$ cat config.mk
export PLATFORM = sky130hd
export DESIGN_NAME = reset_clock_startup_sequencer
export DESIGN_NICKNAME = d
export VERILOG_FILES = /design/src/include/startup_pkg.sv /design/src/include/clock_phase_if.sv /design/src/verilog/clock_divider.sv /design/src/verilog/reset_clock_startup_sequencer.sv
export SDC_FILE = /design/constraint.sdc
export NUM_CORES = 1
export LEC_CHECK = 0
export BUFFER_PORTS_ARGS = -buffer_cell sky130_fd_sc_hd__clkbuf_2
export CAP_MARGIN = 20
export CORE_MARGIN = 2
export CORE_UTILIZATION = 45
export DETAILED_ROUTE_END_ITERATION = 8
export PLACE_DENSITY = 0.75
export SKIP_CTS_REPAIR_TIMING = 1
export SLEW_MARGIN = 40
export SYNTH_ARGS = -nofsm -noshare
export SYNTH_HDL_FRONTEND = slang
export SYNTH_HIERARCHICAL = 1
export SYNTH_SLANG_ARGS = --single-unit
export TNS_END_PERCENT = 30
$ cat constraint.sdc
create_clock -name clk -period 2 [get_ports clk]
set_input_delay 0.3 -clock clk [delete_from_list [all_inputs] [get_ports clk]]
set_output_delay 0.3 -clock clk [all_outputs]
set_load 0.01 [all_outputs]
$ cat src/include/startup_pkg.sv
// constants and types shared by the reset/clock start-up sequencer
// assumes a single 100 MHz system clock standing in for the oscillator
package startup_pkg;
  // one oscillator period modelled as one clk cycle; a state time is two
  localparam int unsigned OSC_PER_STATE = 2;
  localparam int unsigned CLK_PERIOD_NS = 10;
  // least reset hold, in state times, and its count in clk cycles
  localparam int unsigned RESET_HOLD_STATES = 4;
  localparam int unsigned RESET_HOLD_CYCLES = RESET_HOLD_STATES * OSC_PER_STATE;
  // length of the post-reset sequence, in state times
  localparam logic [3:0] INIT_STATES = 4'h000A;
  // fixed addresses used by the sequence
  localparam logic [15:0] CONFIG_BYTE_ADDR = 16'h2018;
  localparam logic [15:0] START_VECTOR = 16'h2080;
  // reset values
  localparam logic [15:0] STATUS_WORD_RESET = 16'h0000;
  localparam logic [7:0] CONFIG_BYTE_RESET = 8'h00;
  // configuration byte bit that enables dynamic bus width
  localparam int unsigned CFG_BUSWIDTH_BIT = 1;
  // state times at which the sequence clears status and fetches config
  localparam logic [3:0] STEP_CLEAR_STATUS = 4'h0001;
  localparam logic [3:0] STEP_FETCH_CONFIG = 4'h0003;

  typedef enum logic [3:0] {
    SEQ_RESET = 4'b0001,
    SEQ_INIT = 4'b0010,
    SEQ_JUMP = 4'b0100,
    SEQ_RUN = 4'b1000
  } seq_state_t;
endpackage

$ cat src/include/clock_phase_if.sv
// divided clock state shared between the sequencer and its divider
// assumes both ends sit on clk
`timescale 1ns/1ns
interface clock_phase_if;
  logic restartPhase;
  logic divClock;
  logic stateTick;
  modport divider (input restartPhase, output divClock, output stateTick);
  modport user (output restartPhase, input divClock, input stateTick);
endinterface

$ cat src/verilog/clock_divider.sv
// divide-by-two clock generator with phase restart
// assumes clk is the oscillator and restart comes from clk logic
`timescale 1ns/1ns
module clock_divider
  import startup_pkg::*;
(
  input wire logic clk,
  input wire logic reset_n,
  clock_phase_if.divider phase
);
  logic divClock_reg;
  logic divClock_next;

  // toggle every oscillator cycle, restart low on reset release
  always_comb begin
    if (phase.restartPhase) begin
      divClock_next = 1'b0;
    end else begin
      divClock_next = ~divClock_reg;
    end
  end

  always_ff @(posedge clk) begin
    if (!reset_n) begin
      divClock_reg <= 1'b0;
    end else begin
      divClock_reg <= divClock_next;
    end
  end

  assign phase.divClock = divClock_reg;
  // one state time ends as the divided clock falls
  assign phase.stateTick = divClock_reg;

  AST_HALF_RATE: assert property (@(posedge clk) disable iff (!reset_n)
    $past(reset_n) && !$past(phase.restartPhase) && !phase.restartPhase
    |-> divClock_reg != $past(divClock_reg))
    else $error("divided clock failed to toggle");
  AST_SYMMETRIC: assert property (@(posedge clk) disable iff (!reset_n)
    $rose(divClock_reg) && !phase.restartPhase |=> !divClock_reg)
    else $error("divided clock high not one cycle");
endmodule

$ cat src/verilog/reset_clock_startup_sequencer.sv
// reset and clock start-up sequencer with bus width selection
// assumes clk is the oscillator; reset and bus width pins are asynchronous
`timescale 1ns/1ns
// Summary of operation
// the clock output runs at half the oscillator rate.
// the clock output is high and low for equal times.
// the board holds reset low for at least four state times.
// the release of reset restarts the phase of the clock output.
// after release a ten state time sequence precedes execution.
// the sequence clears the status word and loads the config byte.
// the sequence ends with a jump to the fixed start address.
// the device runs only while reset is held high.
// with config bit 1 set the width pin picks 16 or 8 bits per cycle.
// with config bit 1 clear every bus cycle is 8 bits wide.
// one state time is two oscillator periods.
module reset_clock_startup_sequencer
  import startup_pkg::*;
(
  input wire logic clk,
  input wire logic reset_n,
  input wire logic resetPin_n,
  input wire logic busWidthPin,
  input wire logic busCycleStart,
  input wire logic configFetchValid,
  input wire logic [7:0] configFetchData,
  output logic divided_clock_output,
  output logic configFetchReq,
  output logic [15:0] configFetchAddr,
  output logic [15:0] processor_status_word,
  output logic [7:0] chip_config_byte,
  output logic [15:0] startAddress,
  output logic startStrobe,
  output logic cpuRunning,
  output logic busWide
);
  clock_phase_if phase ();
  seq_state_t state_reg, state_next;
  logic [1:0] pinSync_reg, pinSync_next;
  logic [1:0] widthSync_reg, widthSync_next;
  logic [3:0] stateCount_reg, stateCount_next;
  logic [15:0] status_reg, status_next;
  logic [7:0] config_reg, config_next;
  logic fetchReq_reg, fetchReq_next;
  logic start_reg, start_next;
  logic wide_reg, wide_next;
  logic pinHigh;

  clock_divider divider (
    .clk(clk),
    .reset_n(reset_n),
    .phase(phase)
  );

  // two-flop synchronisers for the reset and width pins
  always_comb begin
    pinSync_next = {pinSync_reg[0], resetPin_n};
    widthSync_next = {widthSync_reg[0], busWidthPin};
  end
  assign pinHigh = pinSync_reg[1];

  // sequence state and counters
  always_comb begin
    state_next = state_reg;
    stateCount_next = stateCount_reg;
    status_next = status_reg;
    config_next = config_reg;
    fetchReq_next = fetchReq_reg;
    start_next = 1'b0;
    phase.restartPhase = 1'b0;
    if (!pinHigh) begin
      state_next = SEQ_RESET;
      stateCount_next = 4'h0000;
      fetchReq_next = 1'b0;
    end else begin
      case (state_reg)
        SEQ_RESET: begin
          phase.restartPhase = 1'b1;
          state_next = SEQ_INIT;
          stateCount_next = 4'h0000;
        end
        SEQ_INIT: begin
          if (phase.stateTick) begin
            stateCount_next = stateCount_reg + 4'h0001;
            if (stateCount_next == STEP_CLEAR_STATUS) begin
              status_next = STATUS_WORD_RESET;
            end
            if (stateCount_next == STEP_FETCH_CONFIG) begin
              fetchReq_next = 1'b1;
            end
            if (stateCount_next == INIT_STATES - 4'h0001) begin
              state_next = SEQ_JUMP;
            end
          end
          if (fetchReq_reg && configFetchValid) begin
            config_next = configFetchData;
            fetchReq_next = 1'b0;
          end
        end
        SEQ_JUMP: begin
          if (phase.stateTick) begin
            stateCount_next = INIT_STATES;
            state_next = SEQ_RUN;
            start_next = 1'b1;
            fetchReq_next = 1'b0;
          end
        end
        SEQ_RUN: begin
          state_next = SEQ_RUN;
        end
        default: begin
          state_next = SEQ_RESET;
        end
      endcase
    end
  end

  // bus width latched at the start of each bus cycle
  always_comb begin
    wide_next = wide_reg;
    if (busCycleStart) begin
      if (config_reg[CFG_BUSWIDTH_BIT]) begin
        wide_next = widthSync_reg[1];
      end else begin
        wide_next = 1'b0;
      end
    end
  end

  always_ff @(posedge clk) begin
    if (!reset_n) begin
      pinSync_reg <= 2'h0;
      widthSync_reg <= 2'h0;
      state_reg <= SEQ_RESET;
      stateCount_reg <= 4'h0000;
      status_reg <= STATUS_WORD_RESET;
      config_reg <= CONFIG_BYTE_RESET;
      fetchReq_reg <= 1'b0;
      start_reg <= 1'b0;
      wide_reg <= 1'b0;
    end else begin
      pinSync_reg <= pinSync_next;
      widthSync_reg <= widthSync_next;
      state_reg <= state_next;
      stateCount_reg <= stateCount_next;
      status_reg <= status_next;
      config_reg <= config_next;
      fetchReq_reg <= fetchReq_next;
      start_reg <= start_next;
      wide_reg <= wide_next;
    end
  end

  // outputs
  assign divided_clock_output = phase.divClock;
  assign configFetchReq = fetchReq_reg;
  assign configFetchAddr = CONFIG_BYTE_ADDR;
  assign processor_status_word = status_reg;
  assign chip_config_byte = config_reg;
  assign startAddress = START_VECTOR;
  assign startStrobe = start_reg;
  assign cpuRunning = (state_reg == SEQ_RUN);
  assign busWide = wide_reg;

  AST_RESTART_LOW: assert property (@(posedge clk) disable iff (!reset_n)
    state_reg == SEQ_RESET && pinHigh |=> !divided_clock_output)
    else $error("clock phase not restarted at reset release");
  AST_TEN_STATES: assert property (@(posedge clk) disable iff (!reset_n)
    state_reg == SEQ_RESET && pinHigh |=> !cpuRunning [*8] ##12 !cpuRunning
    ##1 cpuRunning)
    else $error("start-up sequence length wrong");
  AST_NO_RUN_IN_RESET: assert property (@(posedge clk) disable iff (!reset_n)
    !pinHigh |=> !cpuRunning)
    else $error("running while reset held");
  AST_JUMP: assert property (@(posedge clk) disable iff (!reset_n)
    startStrobe |-> cpuRunning && startAddress == START_VECTOR)
    else $error("start strobe without run");
  AST_STATUS_CLEAR: assert property (@(posedge clk) disable iff (!reset_n)
    $rose(cpuRunning) |-> processor_status_word == STATUS_WORD_RESET)
    else $error("status word not cleared");
  AST_NARROW: assert property (@(posedge clk) disable iff (!reset_n)
    busCycleStart && !chip_config_byte[CFG_BUSWIDTH_BIT] |=> !busWide)
    else $error("wide cycle with dynamic width off");
  AST_DYNAMIC: assert property (@(posedge clk) disable iff (!reset_n)
    busCycleStart && chip_config_byte[CFG_BUSWIDTH_BIT]
    |=> busWide == $past(widthSync_reg[1]))
    else $error("bus width not taken from pin");
  AST_WIDTH_HOLD: assert property (@(posedge clk) disable iff (!reset_n)
    !busCycleStart |=> busWide == $past(busWide))
    else $error("bus width changed outside a cycle start");

  // state time counting, one step per divided clock period
  AST_COUNT_HOLD: assert property (@(posedge clk) disable iff (!reset_n)
    state_reg == SEQ_INIT && pinHigh && !phase.stateTick
    |=> stateCount_reg == $past(stateCount_reg))
    else $error("state count moved without a tick");
  AST_COUNT_STEP: assert property (@(posedge clk) disable iff (!reset_n)
    state_reg == SEQ_INIT && pinHigh && phase.stateTick
    |=> stateCount_reg == $past(stateCount_reg) + 4'h1)
    else $error("state count missed a tick");

  // config fetch raised at its step, taken once, gone before running
  AST_FETCH_STEP: assert property (@(posedge clk) disable iff (!reset_n)
    $rose(configFetchReq) |-> stateCount_reg == STEP_FETCH_CONFIG)
    else $error("config fetch raised at wrong step");
  AST_CONFIG_TAKEN: assert property (@(posedge clk) disable iff (!reset_n)
    state_reg == SEQ_INIT && pinHigh && configFetchReq && configFetchValid
    |=> chip_config_byte == $past(configFetchData) && !configFetchReq)
    else $error("config byte not taken from fetch");
  AST_REQ_ENDS: assert property (@(posedge clk) disable iff (!reset_n)
    state_reg == SEQ_RUN |-> !configFetchReq)
    else $error("config fetch still pending while running");

  // jump and run behaviour around the end of the sequence
  AST_JUMP_STEP: assert property (@(posedge clk) disable iff (!reset_n)
    state_reg == SEQ_JUMP && pinHigh && phase.stateTick
    |=> startStrobe && cpuRunning)
    else $error("jump not taken at end of sequence");
  AST_STROBE_ONCE: assert property (@(posedge clk) disable iff (!reset_n)
    startStrobe |=> !startStrobe)
    else $error("start strobe longer than one cycle");
  AST_RUN_STAYS: assert property (@(posedge clk) disable iff (!reset_n)
    cpuRunning && pinHigh |=> cpuRunning)
    else $error("stopped running with reset high");
  AST_RELEASE_FROM_RESET: assert property (@(posedge clk)
    disable iff (!reset_n)
    $rose(pinHigh) |-> state_reg == SEQ_RESET)
    else $error("reset release seen outside the reset state");
endmodule

==> results.toml, run 1 <==
[critical_path]
arrival_ns = 1.48
r2r-start = "state_reg[2]"
r2r_cells = 4
cp_slowest_stage_delay_ns = 0.56
crit_path_end_kind = "output pin"
worstSetupStartpoint = "state_reg[3]"
r2r_slack_ns = 0.45
worstPathRequired_ns = 1.70
cp-endpoint = "cpuRunning"
cp_max_fo = 8
cpMaxStageDelayCell = "dfxtp_1"
path_class = "flip-flop to output pin"
worst_setup_path_start_kind = "flip-flop"
r2r-end = "stateCount_reg[1]"
path_cells = "nor4b_1 -> clkbuf_2"

[die]
dieWidth_um = 61.1
io_pins = 75
design.die.area_mm2 = 0.00373
die_h_um = 61.1
num_rows = 20
core-area_mm2 = 0.00308
start_util_pct = 47.6

[clock_tree]
clk_path_buf_depth = 2
cts.sinks = 24
cts_buffers = 3
clockRootBuffer = "clkbuf_4"
tritoncts = "yes"
clock_latency_ns = 0.31
clk_pin_slew_worst_paths_ns = 0.13
htree_num_levels = 1

[placed_design]
pre_cts_slack_ns = 0.499
dp_hpwl_um = 1650
io_buffers = 26
placedCellCount = 221
routabilityCongestion = 0.855
dpl_cell_area_mm2 = 0.00143

[detailed_routing]
post_drt_wl_per_cell_um = 9.56
num_vias = 924
drt_iter0_drc = 16
route.detailed.drc = 0
wirelength_um = 2150
first_pass_iters = 4
vias_per_cell = 4.11
ant_nets = 0

[synthesis]
ys_seq_area_share_pct = 32.8
syn_inst = 159
yosys_warnings = 6
synth-seq-cells = 24
ys_dominant_reg_cell = "dfxtp_1"
synthDistinctLibCells = 41
synth_edf_count = 0
async_flop_share_pct = 0
synth.avg_cell_area_um2 = 9.22
netlist_area_mm2 = 0.00147

[cells_and_area]
insertedDiodeCount = 0
largest_register_ffs = 8
stdcell_area_mm2 = 0.00147
stdcell_count = 225
fillers = 318
final_nets = 199
area_growth_pct = -0.0850
drive_above_1_share_pct = 20.4
final_core_util_pct = 47.6

[global_route]
grt_max_degree = 16
antenna_found_initial = 0
grt_use_total_pct = 11.1
grt_pass1_vias = 721
grt_pass1_wl_um = 3160
grt-ovfl-total = 0

[status]
status = "finished clean"

[timing]
holdWs_ns = 0.188
fmax_mhz = 562
fin_crit_sh_pct = 89.0
setup_viol = 0
setup_ws_ns = 0.221
rsz0062_at_grt = "no"
finalCriticalPeriod_ns = 1.78
hold_viol_final = 0
fin_setup_tns_ns = 0
slew_viol_final = 0
fin_skew_ns = 0.00520

[job]
max_cap_violations = 0

[power_and_ir_drop]
p_leak_nw = 0.720
finalPower_mw = 0.824
peakVddDrop_mv = 0.448
pwr_density_cell_mw_per_mm2 = 562

[hold_path]
min_path_type = "input pin to flip-flop"
-- worst min path at each step --
| stage | cells after the start | slack (ns) | start | end |
|---|---|---|---|---|
| after floorplan | 1 | 0.41 | pinSync_reg[0] | pinSync_reg[1] |
| after global placement | 1 | 0.41 | widthSync_reg[0] | widthSync_reg[1] |
| after detailed placement | 1 | 0.42 | widthSync_reg[0] | widthSync_reg[1] |
| after CTS | 2 | 0.18 | resetPin_n | pinSync_reg[0] |
| after global routing | 2 | 0.18 | busWidthPin | widthSync_reg[0] |
| final | 2 | 0.19 | resetPin_n | pinSync_reg[0] |
-- logic make-up (layout without fill, tap and decap cells) --
family | after synthesis | count (layout) | synth area share (%)
muxes | 8 | 8 | 5.46
xor gates and xnor gates | 4 | 4 | 2.39
other | 2 | 48 | 0.512
and+or+nand+nor | 46 | 46 | 21.2
adders and majority gates | 3 | 3 | 2.56
buffers and inverters | 57 | 33 | 28.0
AOI/OAI and AO/OA | 15 | 15 | 7.08
DFF | 24 | 24 | 32.8
-- cell usage after synthesis, types with 2 or more instances --
master     n  area (µm²)
a21oi_1    2        10.0
nand3_1    4        20.0
mux2i_1    8        80.1
clkbuf_1   3        11.3
nor2b_1    8        50.1
ha_1       3        37.5
conb_1     2        7.51
xor2_1     3        26.3
nor2_1     8        30.0
and2_1     5        31.3
o21ai_0    3        15.0
inv_1      2        7.51
nand2_1    5        18.8
buf_4     50         375
dfxtp_1   24         480
nand2b_1   4        25.0
-- layout make-up --
type / count / area, µm² / share of cell area, %
flip-flops and latches: 24 / 480 / 32.8
multi-input cells: 124 / 748 / 51.1
inverters: 2 / 7.51 / 0.512
well taps: 44 / 55.1 / 3.76
clock buffers: 4 / 36.3 / 2.48
repair buffers: 27 / 138 / 9.39
-- cells in the final DEF (no fill, tap or decap), types with 2 or more instances in the layout --
cell type,Yosys,routed
nand2_1,5,5
and2_1,5,5
mux2i_1,8,8
a21oi_1,2,2
dfxtp_1,24,24
inv_1,2,2
nor2_1,8,8
ha_1,3,3
nand2b_1,4,4
conb_1,2,48
clkbuf_4,0,3
nand3_1,4,4
o21ai_0,3,3
xor2_1,3,3
clkbuf_2,0,26
nor2b_1,8,8
-- where the power goes --
part | total [mW] | switching, mW | internal [mW] | leakage (nW)
registers | 0.495 | 0.0101 | 0.485 | 0.195
clock network | 0.249 | 0.138 | 0.111 | 0.0210
logic | 0.0801 | 0.0581 | 0.0220 | 0.505
total | 0.824 | 0.206 | 0.618 | 0.720
-- per-layer routing --
layer / vias up / wire (µm) / GRT usage (%)
li1: 479 / - / -
met1: 403 / 1030 / 16.4
met2: 42 / 940 / 16.4
met3: 0 / 182 / 3.57
met4: 0 / 0 / 0.932
met5: - / 0 / 0
-- worst max-delay path: cells and delay by family (launching register included) --
kind,cells,cell delay (ns)
buffers and inverters,1,0.21
flip-flops,1,0.56
AND/OR/NAND/NOR,1,0.41
Note: power is estimated with default switching activity, not from simulation.
==> run 2: changes to the inputs <==
- ABC_AREA: not set -> 1
- CORE_UTILIZATION: 45 -> 46
- PLACE_DENSITY: 0.75 -> 0.76
==> results.toml, run 2 <==
[power_and_ir_drop]
peakVddDrop_mv = 0.335
p_switching_mw = 0.213
sw_frac_of_total_pct = 25.6
p_int_mw = 0.621
clkPwrFrac_pct = 29.6
finalPower_mw = 0.834
pwr_density_cell_mw_per_mm2 = 539
p_leak_nw = 0.841
comb_power_share_pct = 11.1
pwr-share-seq_pct = 59.3

[clock_tree]
cts_buffers = 3
htree_num_levels = 1
cts.sinks = 24
clock_latency_ns = 0.30
clk_path_buf_depth = 2
clk_pin_slew_worst_paths_ns = 0.13
clockRootBuffer = "clkbuf_4"
tritoncts = "yes"

[hold_path]
hp-start = "busCycleStart"
min_path_type = "input pin to flip-flop"

[die]
io_pins = 75
design.die.area_mm2 = 0.00377
num_rows = 20
dieWidth_um = 61.4
die_h_um = 61.4
core-area_mm2 = 0.00310
start_util_pct = 48.9

[timing]
finalCriticalPeriod_ns = 1.56
fmax_mhz = 641
fin_skew_ns = 0.00970
slew_viol_final = 0
rsz0062_at_grt = "no"
hold_viol_final = 0
holdWs_ns = 0.165
fin_setup_tns_ns = 0
fin_crit_sh_pct = 78.0
setup_viol = 0

[critical_path]
worst_path_dominant_cell_family = "flip-flops"
r2r-start = "stateCount_reg[0]"
cpMaxStageDelayCell = "dfxtp_1"
arrival_ns = 1.26
path_cells = "nor2_4 -> nand3_1 -> inv_1 -> clkbuf_2"
worst_setup_path_start_kind = "flip-flop"
cp_slowest_stage_delay_ns = 0.41
cp_max_fo = 4
path_class = "flip-flop to output pin"
cp.buffers_inverters = 2
r2r_slack_ns = 0.75
worstPathRequired_ns = 1.70
crit_path_end_kind = "output pin"
worstSetupStartpoint = "state_reg[0]"

[cells_and_area]
multi_input_area_um2 = 754
drive_above_1_share_pct = 21.6
insertedDiodeCount = 0
area_growth_pct = 1.98
seqCellArea_um2 = 480
final_nets = 250
fillers = 326
stdcell_count = 276
final_common_cell = "conb_1"
layout.cells.most_common_list = "conb_1, nor2_1, nand2_1"
final_core_util_pct = 49.9
largest_register_ffs = 8

[detailed_routing]
num_vias = 1158
wirelength_um = 2430
drt_iter0_drc = 43
vias_per_cell = 4.20
route.detailed.drc = 0
ant_nets = 0
first_pass_iters = 4
post_drt_wl_per_cell_um = 8.82

[status]
status = "finished clean"

[global_route]
grt-ovfl-total = 0
grt_pass1_wl_um = 4020
grt_pass1_vias = 947
grt_use_total_pct = 13.9
antenna_found_initial = 0
grt_max_degree = 15

[synthesis]
synth_top_area_share_pct = 31.7
synth.area.top_cells = "dfxtp_1, buf_4, nand2_1, nor2_1, inv_1"
synth.avg_cell_area_um2 = 7.40
synthDistinctLibCells = 23
yosys.area.top_type = "dfxtp_1"
yosys_warnings = 6
yosysMostFrequentCell = "buf_4"
syn_inst = 205
synth_edf_count = 0
ys_dominant_reg_cell = "dfxtp_1"
netlist_area_mm2 = 0.00152
synth_common_cells = "buf_4, nand2_1, nor2_1"
synth-seq-cells = 24
async_flop_share_pct = 0
ys_seq_area_share_pct = 31.7

[placed_design]
io_buffers = 26
routabilityCongestion = 0.860
placedCellCount = 272
dp_hpwl_um = 2010

[job]
max_cap_violations = 0
-- run 2: changes by cell type after synthesis, moves of 3 or more --
| cell | before | now |
|---|---|---|
| nand3_1 | 4 | 12 |
| inv_1 | 2 | 17 |
| xor2_1 | 3 | 0 |
| nand2_4 | 0 | 5 |
| and2_1 | 5 | 0 |
| nand2_1 | 5 | 30 |
| nor2_1 | 8 | 30 |
| inv_2 | 0 | 3 |
| nor2b_1 | 8 | 0 |
| nor2_4 | 0 | 5 |
| nand2b_1 | 4 | 0 |
| mux2i_1 | 8 | 0 |
| o21ai_0 | 3 | 9 |
-- run 2: stage by stage --
stage | cell area (µm²) | worst slack [ns]
3_5_place_dp | 1510 | 0.769
5_1_grt | 1550 | 0.330
3_3_place_gp | 1510 | 0.787
4_1_cts | 1550 | 0.430
6_report | 1550 | 0.441
2_1_floorplan | 1690 | 0.896
-- run 2: layer usage --
metal  up-vias  global-route usage, %  share of wire, %
li1        590                      -                 -
met1       522                   18.4                42
met2        46                   24.3                51
met3         0                   1.89               6.9
met4         0                   2.74                 0
met5         -                      0                 0
-- run 2: power by group through the flow --
stage / Combinational [mW] / Clock, mW / Sequential, mW
finish: 0.0925 / 0.247 / 0.495
global route: 0.109 / 0.277 / 0.497
CTS: 0.0911 / 0.254 / 0.495
detailed placement: 0.0909 / 0 / 0.506
global placement: 0.0906 / 0 / 0.505
floorplan: 0.142 / 0 / 0.503
-- run 2: final cells by class --
class,count,share of cell area [%]
Timing Repair Buffer,27,8.89
Sequential cell,24,31.0
Tap cell,44,3.56
Clock buffer,4,2.34
Inverter,21,5.42
Multi-Input combinational cell,156,48.7
-- run 2: path summary, 6_finish.rpt --
check,endpoint,cells past startpoint
min reg2reg,pinSync_reg[1],2
min,busWide,2
max reg2reg,state_reg[3],9
max,cpuRunning,4
-- run 2: cells by family after synthesis --
group                      Yosys count  share of synthesized area (%)
buffers and inverters               71                           30.0
other                                2                          0.495
DFF                                 24                           31.7
AOI/OAI and AO/OA                   14                           5.03
and+or+nand+nor                     91                           30.3
adders and majority gates            3                           2.47
-- run 2: worst reg2reg max path: stages (launching register included) --
cell and delay, ns:
dfxtp_1 0.46, ha_1 0.20, inv_1 0.04, nand2_1 0.09, nand2_1 0.06, nor2_1 0.08, nand2_1 0.05, nand2_1 0.08
nand3_1 0.07, nor2_1 0.08
==> run 3: changes to the inputs <==
- ABC_AREA: 1 -> 0
- CORE_UTILIZATION: 46 -> 45
- PLACE_DENSITY: 0.76 -> 0.75
- clock period: 2 -> 1.6 ns (I/O delays scaled with it)
==> results.toml, run 3 (synthesis gave the netlist of run 1 again) <==
[cells_and_area]
final_core_util_pct = 49.2
largest_register_ffs = 8
stdcell_count = 230
layout.cells.most_common_list = "conb_1, clkbuf_2, dfxtp_1"
final_nets = 204
area_growth_pct = 3.24
final_common_cell = "conb_1"
drive_above_1_share_pct = 24.7
insertedDiodeCount = 0
stdcell_area_mm2 = 0.00151

[placed_design]
routabilityCongestion = 0.788
placedCellCount = 226
dpl_cell_area_mm2 = 0.00147
dp_hpwl_um = 1690
io_buffers = 26
pre_cts_slack_ns = 0.129

[die]
core-area_mm2 = 0.00308
num_rows = 20
io_pins = 75
die_h_um = 61.1
start_util_pct = 47.6
dieWidth_um = 61.1
design.die.area_mm2 = 0.00373

[global_route]
grt_use_total_pct = 11.8
grt_pass1_wl_um = 3300
grt-ovfl-total = 0
grt_max_degree = 16
grt_pass1_vias = 711
antenna_found_initial = 0

[power_and_ir_drop]
finalPower_mw = 1.03
peakVddDrop_mv = 0.478
pwr_density_cell_mw_per_mm2 = 679
p_leak_nw = 0.747

[timing]
slew_viol_final = 0
fin_crit_sh_pct = 96.6
fin_skew_ns = 0.00176
setup_viol = 0
fmax_mhz = 647
finalCriticalPeriod_ns = 1.55
holdWs_ns = 0.136
hold_viol_final = 0
setup_ws_ns = 0.0547
rsz0062_at_grt = "yes"
fin_setup_tns_ns = 0

[detailed_routing]
post_drt_wl_per_cell_um = 9.64
wirelength_um = 2220
num_vias = 959
drt_iter0_drc = 22
first_pass_iters = 4
ant_nets = 0
route.detailed.drc = 0
vias_per_cell = 4.17

[job]
max_cap_violations = 0

[critical_path]
worst_setup_path_start_kind = "flip-flop"
path_class = "flip-flop to output pin"
worst_path_dominant_cell_family = "flip-flops"
cp_max_fo = 8
path_cells = "nor4b_2 -> buf_4 -> clkbuf_2"
arrival_ns = 1.31
crit_path_end_kind = "output pin"
cp.buffers_inverters = 2
worstPathRequired_ns = 1.36
cp_slowest_stage_delay_ns = 0.42
cpMaxStageDelayCell = "dfxtp_1"

[hold_path]
min_path_type = "input pin to flip-flop"

[status]
status = "finished clean"

[clock_tree]
clk_path_buf_depth = 2
clock_latency_ns = 0.30
cts_buffers = 3
clk_pin_slew_worst_paths_ns = 0.12
clockRootBuffer = "clkbuf_4"
htree_num_levels = 1
cts.sinks = 24
tritoncts = "yes"
==> run 3: per-layer routing <==
layer  part of all wire [%]  global-route usage, %
met1                     45                   16.7
met2                     47                   17.3
met3                    8.0                   4.83
met4                      0                   1.86
met5                      0                      0
==> run 3: final timing paths <==
| check | startpoint | endpoint | slack (ns) | depth (start not counted) |
|---|---|---|---|---|
| setup / recovery | state_reg[0] | cpuRunning | 0.05 | 3 |
| hold / removal | busWidthPin | widthSync_reg[0] | 0.14 | 2 |
| setup reg to reg | stateCount_reg[1] | state_reg[1] | 0.12 | 5 |
| hold reg to reg | widthSync_reg[0] | widthSync_reg[1] | 0.45 | 1 |
==> run 3: report_power, final <==
part           switching (mW)  internal [mW]
Combinational          0.0735         0.0298
Sequential             0.0129          0.606
Clock                   0.167          0.139
Total                   0.253          0.774
==> run 3: worst reg2reg max path, delay by kind of cell (launching register included) <==
family	cells	cell delay, ns
fa+ha+maj	1	0.23
flops	1	0.37
simple gates	1	0.12
compound gates	2	0.49
xor+xnor	1	0.15
==> run 3: final cells by class <==
class,instances,area (µm²)
timing repair buffer,32,175
tap,44,55.1
multi-input combinational,124,756
clock buffer,4,36.3
sequential,24,484
inverter,2,7.51
fill,312,1560
